===== src/inc/adc_ctrl_pkg.sv =====
// constants shared by the converter control logic
`default_nettype none
package adc_ctrl_pkg;
    // control word field positions
    localparam int unsigned PWR_HI_BIT   = 7;
    localparam int unsigned PWR_LO_BIT   = 6;
    localparam int unsigned ACQ_BIT      = 5;
    localparam int unsigned CFG_BIT      = 4;
    localparam int unsigned POL_BIT      = 3;
    localparam int unsigned CHAN_LSB     = 0;
    // power-select codes
    localparam logic [1:0] PWR_FULL_DOWN = 2'h0;
    localparam logic [1:0] PWR_STANDBY   = 2'h1;
    localparam logic [1:0] PWR_INT_CLK   = 2'h2;
    localparam logic [1:0] PWR_EXT_CLK   = 2'h3;
    // reset values
    localparam logic [7:0] CTRL_RESET    = 8'hC8;
    localparam logic       EXT_CLK_RESET = 1'b1;
    // input selects that match the reset word: channel 0 against channel 1
    localparam logic [7:0] POS_SEL_RESET = 8'h01;
    localparam logic [7:0] NEG_SEL_RESET = 8'h02;
    // step counts
    localparam int unsigned ACQ_CYCLES   = 3;
    localparam int unsigned CONV_CYCLES  = 13;
    // timing at mclk 250 MHz
    localparam int unsigned MCLK_MHZ     = 250;
    localparam int unsigned INT_CONV_NS  = 3600;
    localparam int unsigned INT_ACQ_NS   = 1000;
    // internal clock step period: conversion time spread over 13 steps, rounded down
    localparam int unsigned INT_STEP_CYC = (INT_CONV_NS * MCLK_MHZ) / (1000 * CONV_CYCLES);
    localparam int unsigned INT_ACQ_CYC  = (INT_ACQ_NS * MCLK_MHZ) / 1000;
    localparam int unsigned STEP_W       = 10;
endpackage
`default_nettype wire


===== src/adc_parallel_control_interface.sv =====
// host interface, mode control and conversion sequencer of the 12-bit converter
`default_nettype none

module adc_parallel_control_interface #(
    parameter int unsigned RES_W = 12
) (
    input  wire logic             mclk,
    input  wire logic             rst_n,
    input  wire logic             chipSelect_n,
    input  wire logic             writeStrobe_n,
    input  wire logic             readStrobe_n,
    input  wire logic             highByteSelect,
    input  wire logic             convClk,
    input  wire logic [7:0]       dataIn,
    output logic      [7:0]       dataOut,
    output logic                  dataOe,
    output logic                  conversionDone_n,
    output logic                  compIn,
    input  wire logic             compOut,
    output logic      [7:0]       posInputSel,
    output logic      [7:0]       negInputSel,
    output logic                  sharedReturnSel,
    output logic                  bipolarRange,
    output logic      [RES_W-1:0] dacCode,
    output logic                  sampleHold,
    output logic                  poweredDown
);
    // ------------------------------------------------------------
    // pin synchronisers
    // ------------------------------------------------------------
    logic [1:0] csSync_q;
    logic [1:0] wrSync_q;
    logic [1:0] rdSync_q;
    logic [1:0] clkSync_q;
    logic [1:0] hbSync_q;
    logic [7:0] dSync1_q;
    logic [7:0] dSync2_q;

    always_ff @(posedge mclk or negedge rst_n) begin
        if (!rst_n) begin
            csSync_q  <= 2'h3;
            wrSync_q  <= 2'h3;
            rdSync_q  <= 2'h3;
            clkSync_q <= 2'h0;
            hbSync_q  <= 2'h0;
            dSync1_q  <= 8'h00;
            dSync2_q  <= 8'h00;
        end else begin
            csSync_q  <= {csSync_q[0], chipSelect_n};
            wrSync_q  <= {wrSync_q[0], writeStrobe_n};
            rdSync_q  <= {rdSync_q[0], readStrobe_n};
            clkSync_q <= {clkSync_q[0], convClk};
            hbSync_q  <= {hbSync_q[0], highByteSelect};
            dSync1_q  <= dataIn;
            dSync2_q  <= dSync1_q;
        end
    end

    logic csN;
    logic wrN;
    logic rdN;
    logic clkS;
    assign csN  = csSync_q[1];
    // deselected: strobes and clock pin read as idle
    assign wrN  = csN | wrSync_q[1];
    assign rdN  = csN | rdSync_q[1];
    assign clkS = ~csN & clkSync_q[1];

    // ------------------------------------------------------------
    // edge detection
    // ------------------------------------------------------------
    logic wrPrev_q;
    logic rdPrev_q;
    logic clkPrev_q;
    logic wrRise;
    logic rdFall;
    logic clkRise;

    always_ff @(posedge mclk or negedge rst_n) begin
        if (!rst_n) begin
            wrPrev_q  <= 1'b1;
            rdPrev_q  <= 1'b1;
            clkPrev_q <= 1'b0;
        end else begin
            wrPrev_q  <= wrN;
            rdPrev_q  <= rdN;
            clkPrev_q <= clkS;
        end
    end

    assign wrRise  = wrN & ~wrPrev_q;
    assign rdFall  = ~rdN & rdPrev_q;
    assign clkRise = clkS & ~clkPrev_q;

    // ------------------------------------------------------------
    // control word
    // ------------------------------------------------------------
    logic [7:0] wordHold_q;
    logic [7:0] ctrl_q;
    logic       extClk_q;
    logic [1:0] pwrCode;

    // word is held while the strobe is low and taken on its rising edge
    always_ff @(posedge mclk or negedge rst_n) begin
        if (!rst_n) begin
            wordHold_q <= adc_ctrl_pkg::CTRL_RESET;
        end else if (!wrN) begin
            wordHold_q <= dSync2_q;
        end
    end

    assign pwrCode = wordHold_q[adc_ctrl_pkg::PWR_HI_BIT:adc_ctrl_pkg::PWR_LO_BIT];

    always_ff @(posedge mclk or negedge rst_n) begin
        if (!rst_n) begin
            ctrl_q   <= adc_ctrl_pkg::CTRL_RESET;
            extClk_q <= adc_ctrl_pkg::EXT_CLK_RESET;
        end else if (wrRise) begin
            ctrl_q <= wordHold_q;
            case (pwrCode)
                adc_ctrl_pkg::PWR_INT_CLK: extClk_q <= 1'b0;
                adc_ctrl_pkg::PWR_EXT_CLK: extClk_q <= 1'b1;
                default:                   extClk_q <= extClk_q;
            endcase
        end
    end

    logic       acqExt;
    logic       singleEnded;
    logic       unipolar;
    logic [2:0] chan;
    assign acqExt      = ctrl_q[adc_ctrl_pkg::ACQ_BIT];
    assign singleEnded = ctrl_q[adc_ctrl_pkg::CFG_BIT];
    assign unipolar    = ctrl_q[adc_ctrl_pkg::POL_BIT];
    assign chan        = ctrl_q[adc_ctrl_pkg::CHAN_LSB +: 3];

    // ------------------------------------------------------------
    // input multiplexer
    // ------------------------------------------------------------
    function automatic logic [7:0] oneHot(input logic [2:0] idx);
        oneHot = 8'h01 << idx;
    endfunction

    always_ff @(posedge mclk or negedge rst_n) begin
        if (!rst_n) begin
            posInputSel     <= adc_ctrl_pkg::POS_SEL_RESET;
            negInputSel     <= adc_ctrl_pkg::NEG_SEL_RESET;
            sharedReturnSel <= 1'b0;
            bipolarRange    <= 1'b0;
        end else begin
            bipolarRange <= ~unipolar;
            if (singleEnded) begin
                posInputSel     <= oneHot(chan);
                negInputSel     <= 8'h00;
                sharedReturnSel <= 1'b1;
            end else begin
                posInputSel     <= oneHot(chan);
                negInputSel     <= oneHot(chan ^ 3'h1);
                sharedReturnSel <= 1'b0;
            end
        end
    end

    // ------------------------------------------------------------
    // step timing: external pin edges or internal divider
    // ------------------------------------------------------------
    logic [adc_ctrl_pkg::STEP_W-1:0] divCnt_q;
    logic                            intTick;

    always_ff @(posedge mclk or negedge rst_n) begin
        if (!rst_n) begin
            divCnt_q <= '0;
        end else if (intTick || wrRise) begin
            divCnt_q <= '0;
        end else begin
            divCnt_q <= divCnt_q + 1'b1;
        end
    end

    assign intTick = (divCnt_q == adc_ctrl_pkg::STEP_W'(adc_ctrl_pkg::INT_STEP_CYC - 1));

    logic step;
    // in internal mode the clock pin is ignored, so a tied pin is harmless
    assign step = extClk_q ? clkRise : intTick;

    // ------------------------------------------------------------
    // sequencer
    // ------------------------------------------------------------
    typedef enum logic [2:0] {
        ST_IDLE    = 3'b000,
        ST_ACQ     = 3'b001,
        ST_ACQ_EXT = 3'b010,
        ST_CONV    = 3'b011,
        ST_SHUT    = 3'b100,
        ST_STANDBY = 3'b101
    } seq_e;

    seq_e                 state_q;
    logic [3:0]           stepCnt_q;
    logic [RES_W-1:0]     sar_q;
    logic [RES_W-1:0]     result_q;
    logic                 doneEvt;
    logic                 pendDown_q;
    logic [1:0]           pendCode_q;

    assign doneEvt = (state_q == ST_CONV) && step && (stepCnt_q == 4'h0);

    // a new word aborts any conversion in progress
    always_ff @(posedge mclk or negedge rst_n) begin
        if (!rst_n) begin
            state_q    <= ST_IDLE;
            stepCnt_q  <= 4'h0;
            sar_q      <= '0;
            result_q   <= '0;
            pendDown_q <= 1'b0;
            pendCode_q <= adc_ctrl_pkg::PWR_EXT_CLK;
        end else if (wrRise) begin
            pendCode_q <= pwrCode;
            pendDown_q <= ~pwrCode[1];
            sar_q      <= '0;
            if (state_q == ST_SHUT || state_q == ST_STANDBY) begin
                state_q <= ST_IDLE;
            end else if (wordHold_q[adc_ctrl_pkg::ACQ_BIT]) begin
                state_q <= ST_ACQ_EXT;
            end else if (state_q == ST_ACQ_EXT) begin
                state_q   <= ST_CONV;
                stepCnt_q <= 4'(adc_ctrl_pkg::CONV_CYCLES - 1);
            end else begin
                state_q   <= ST_ACQ;
                stepCnt_q <= 4'(adc_ctrl_pkg::ACQ_CYCLES - 1);
            end
        end else begin
            case (state_q)
                ST_ACQ: begin
                    if (step) begin
                        if (stepCnt_q == 4'h0) begin
                            state_q   <= ST_CONV;
                            stepCnt_q <= 4'(adc_ctrl_pkg::CONV_CYCLES - 1);
                        end else begin
                            stepCnt_q <= stepCnt_q - 4'h1;
                        end
                    end
                end
                ST_CONV: begin
                    if (step) begin
                        if (stepCnt_q == 4'h0) begin
                            // raw code is offset binary; bipolar flips the msb
                            result_q <= unipolar ? sar_q : (sar_q ^ {1'b1, {(RES_W-1){1'b0}}});
                            if (pendDown_q) begin
                                // power-down only after the conversion has finished
                                state_q <= (pendCode_q == adc_ctrl_pkg::PWR_STANDBY) ?
                                           ST_STANDBY : ST_SHUT;
                            end else begin
                                state_q <= ST_IDLE;
                            end
                        end else begin
                            if (stepCnt_q <= 4'(RES_W)) begin
                                sar_q[stepCnt_q - 4'h1] <= compOut;
                            end
                            stepCnt_q <= stepCnt_q - 4'h1;
                        end
                    end
                end
                default: begin
                    state_q <= state_q;
                end
            endcase
        end
    end

    // trial code: decided bits plus current trial bit
    always_ff @(posedge mclk or negedge rst_n) begin
        if (!rst_n) begin
            dacCode     <= '0;
            sampleHold  <= 1'b0;
            compIn      <= 1'b0;
            poweredDown <= 1'b0;
        end else begin
            // registered with the other activity flags so they never overlap
            poweredDown <= (state_q == ST_SHUT) || (state_q == ST_STANDBY);
            dacCode    <= (state_q == ST_CONV && stepCnt_q != 4'h0 && stepCnt_q <= 4'(RES_W)) ?
                          (sar_q | (RES_W'(1) << (stepCnt_q - 4'h1))) : sar_q;
            sampleHold <= (state_q == ST_CONV);
            compIn     <= (state_q == ST_ACQ) || (state_q == ST_ACQ_EXT);
        end
    end

    // ------------------------------------------------------------
    // completion flag
    // ------------------------------------------------------------
    always_ff @(posedge mclk or negedge rst_n) begin
        if (!rst_n) begin
            conversionDone_n <= 1'b1;
        end else if (doneEvt && !wrRise) begin
            conversionDone_n <= 1'b0;
        end else if (rdFall || wrRise) begin
            conversionDone_n <= 1'b1;
        end
    end

    // ------------------------------------------------------------
    // result read-back
    // ------------------------------------------------------------
    always_ff @(posedge mclk or negedge rst_n) begin
        if (!rst_n) begin
            dataOut <= 8'h00;
        end else if (hbSync_q[1]) begin
            dataOut <= {{4{~unipolar & result_q[RES_W-1]}}, result_q[RES_W-1:8]};
        end else begin
            dataOut <= result_q[7:0];
        end
    end

    assign dataOe = ~rdN;
endmodule
`default_nettype wire


===== config.mk =====
export PLATFORM = sky130hd
export DESIGN_NAME = adc_parallel_control_interface
export DESIGN_NICKNAME = d
export VERILOG_FILES = /design/src/inc/adc_ctrl_pkg.sv /design/src/adc_parallel_control_interface.sv
export SDC_FILE = /design/constraint.sdc
export NUM_CORES = 1
export LEC_CHECK = 0
export BUFFER_PORTS_ARGS = -buffer_cell sky130_fd_sc_hd__buf_2
export CORE_MARGIN = 2
export CORE_UTILIZATION = 56
export DETAILED_ROUTE_END_ITERATION = 8
export PLACE_DENSITY = 0.77
export SYNTH_ARGS = -nofsm -noshare
export SYNTH_HDL_FRONTEND = slang
export SYNTH_SLANG_ARGS = --single-unit

===== constraint.sdc =====
create_clock -name mclk -period 2.97 [get_ports mclk]
set_clock_uncertainty 0.05 [all_clocks]
set_input_delay 0.594 -clock mclk [delete_from_list [all_inputs] [get_ports mclk]]
set_output_delay 0.594 -clock mclk [all_outputs]
set_load 0.02 [all_outputs]

==> run summary <==
status: finished, final reports clean
Synth Net Count: 417
Netlist cell types: 52
Crit. End Element: flop
final-report setup violation count: 0
Seq/Total Area, Yosys: 0.649
Arrival @ worst endpoint: 2720 ps
initial antenna violation count: 0
Tcrit/Tclk final: 0.803
placer congestion estimate: 0.826
number of cell rows: 34
most frequent cells in the layout: dfrtp_1 (111), buf_2 (57), nand2_1 (42), nor2_1 (31), nand3_1 (20)
Yosys Warn Count: 0
area of the mapped netlist: 5010 µm²
number of global-route vias before repair: 3124
Yosys reg bits: 129
Post-Syn Area per Cell: 12.7 µm²
DP Area: 5410 µm²
I/O pins: 59
Post-CTS Hold Buffers: 0
Pins Over Slew Limit: 0
Slew headroom: 0.609
via count: 3076
setup TNS: 0 ps
Worst Reg-to-Reg Cells: 7
CP max FO: 9
LEAKAGE: 0.00314 µW
total clock sinks: 129
Clock Tree Root: clkbuf_8
CTS Buf Count: 17
Reg area: 3250 µm²
WL/cell: 14.9 µm
reg2reg end: stepCnt_q[1]$_DFFE_PN0P_
most used flip-flop cell after synthesis: dfrtp_1
cell area after layout: 6010 µm²
Final Hold Viols: 0
Max clock buf depth: 2
Core Util, Final: 0.692
placed insts: 550
Detailed Routing Iterations Pass 1: 4
DRT antenna net count: 0
CTS tree: yes
PD cells: 854 nW/µm²
die height: 98.6 µm
final WL: 8.68 mm
DRC: 0
unrepaired setup endpoints after global routing: no
Setup Buffers After CTS: 0
slew of the pin with the lowest slew margin: 586 ps
RR Startpoint: stepCnt_q[0]$_DFFE_PN0P_
core area: 8680 µm²
clock slew at reported path FFs: 60 ps
DR iter-0 viols: 136
ys async rst share: 1.00
share of post-route cells with drive strength above 1: 0.316
worst reg-to-reg setup slack: 590 ps
Post-synth EDFFs: 0
H-tree levels: 4
placed wire-length estimate: 5.73 mm
startpoint type of the worst setup path: flop
Cells after Synth: 394
Final Net Count: 484
DR vias/cell: 5.29
total die area: 9710 µm²
WP data required: 3310 ps
Worst Hold Class: in -> async
PortBufs: 58
Die X-Extent: 98.6 µm
Overall Global Routing Usage: 0.200
first-pass GRT wire length: 15.0 mm
largest net degree at the start of global routing: 63
synthesis-to-layout area growth: 20.0%
max-cap viol count: 0
multi-input logic area: 1620 µm²
clock latency on the worst-skew pair: 510 ps
Tmin final: 2380 ps
Post-CTS Resized: 0
Peak supply drop: 493 µV
fill cell count: 603
commonest non-fill, non-tap cell in the layout: dfrtp_1
Overflow after GRT: 0
antenna cells: 0
crit path kind: reg -> reg
Max Fclk: 419 MHz
Final Non-Filler Cells: 582
starting density of the core: 0.577
-- power breakdown --
part	switching (µW)	internal (µW)	leakage [µW]
Sequential	190	1990	0.00163
Combinational	545	354	0.00121
Clock	808	1250	0.000295
-- cells by family (layout without fill, tap and decap cells) --
logic type,Yosys count,in the layout,synth area share
simple gates,131,131,0.127
compound gates,48,48,0.0700
fa+ha+maj,7,7,0.0175
flops,129,129,0.649
mux,39,39,0.0920
xor+xnor,10,10,0.0175
buf+inv,30,110,0.0272
-- stage by stage --
step / setup WS, ps / hold slack (ps) / total power [µW]
after floorplan: 819 / 248 / 2840
after global placement: 700 / 282 / 3060
after detailed placement: 621 / 286 / 3100
after CTS: 607 / 41.6 / 5170
after global routing: 445 / 75.8 / 5370
final: 586 / 39.3 / 5130
-- worst max-delay path: stages (launching register included) --
cell,delay [ps]
dfrtp_1,430
inv_1,170
ha_1,350
nor3b_2,400
a21oi_1,120
a31o_2,280
o31a_1,160
mux2_2,300
-- registers in the layout (all words and copies together) (netlist names), 3 cells and up --
name,count
stepCnt_q,4
divCnt_q,10
negInputSel,8
sar_q,12
dSync2_q,8
dSync1_q,8
dataOut,8
ctrl_q,5
state_q,3
dacCode,12
result_q,12
wordHold_q,8
posInputSel,8
-- routing by layer --
layer  vias up  global-route usage  routed length (µm)
met5         -                   0                   0
met4         0              0.0759                  74
met3         6              0.0518                 370
li1       1479                   -                   -
met1      1520               0.269                3880
met2        71               0.317                4360
-- cell type report --
type                       instances  share of cell area
timing repair buffer              64              0.0583
multi-input combinational        235               0.270
tap                              108              0.0225
inverter                          14             0.00875
clock buffer                      18              0.0712
sequential                       129               0.541
clock inverter                    14              0.0277
-- Yosys cell counts, types with 2 or more instances --
| cell type | instances | area [µm²] |
|---|---|---|
| a21o_1 | 13 | 97.6 |
| a21oi_1 | 2 | 10.0 |
| a21oi_2 | 2 | 17.5 |
| a2bb2oi_1 | 2 | 17.5 |
| a31oi_1 | 2 | 12.5 |
| and3_1 | 4 | 25.0 |
| buf_1 | 2 | 7.51 |
| buf_2 | 4 | 20.0 |
| buf_6 | 2 | 22.5 |
| clkbuf_1 | 7 | 26.3 |
| dfrtp_1 | 111 | 2780 |
| dfstp_2 | 18 | 473 |
| ha_1 | 7 | 87.6 |
| inv_1 | 14 | 52.6 |
| mux2_2 | 16 | 180 |
| mux2_4 | 10 | 150 |
| mux2i_1 | 13 | 130 |
| nand2_1 | 42 | 158 |
| nand2b_1 | 6 | 37.5 |
| nand3_1 | 20 | 100 |
| nand3b_1 | 4 | 30.0 |
| nor2_1 | 31 | 116 |
| nor2b_1 | 3 | 18.8 |
| nor3_1 | 9 | 45.0 |
| o21a_1 | 2 | 15.0 |
| o21ai_0 | 13 | 65.1 |
| o311a_1 | 2 | 20.0 |
| xnor2_1 | 7 | 61.3 |
| xor2_1 | 3 | 26.3 |
-- worst max path at each step --
stage,startpoint,to,slack (ps),cells after the start
finish,stepCnt_q[0]$_DFFE_PN0P_,stepCnt_q[1]$_DFFE_PN0P_,590,7
global placement,stepCnt_q[0]$_DFFE_PN0P_,result_q[4]$_DFFE_PN0P_,700,7
floorplan,stepCnt_q[0]$_DFFE_PN0P_,result_q[10]$_DFFE_PN0P_,820,8
CTS,stepCnt_q[0]$_DFFE_PN0P_,result_q[7]$_DFFE_PN0P_,610,7
global route,stepCnt_q[0]$_DFFE_PN0P_,result_q[10]$_DFFE_PN0P_,450,7
detailed placement,stepCnt_q[0]$_DFFE_PN0P_,result_q[9]$_DFFE_PN0P_,620,7
No activity file was read; power rests on OpenSTA's default activity.
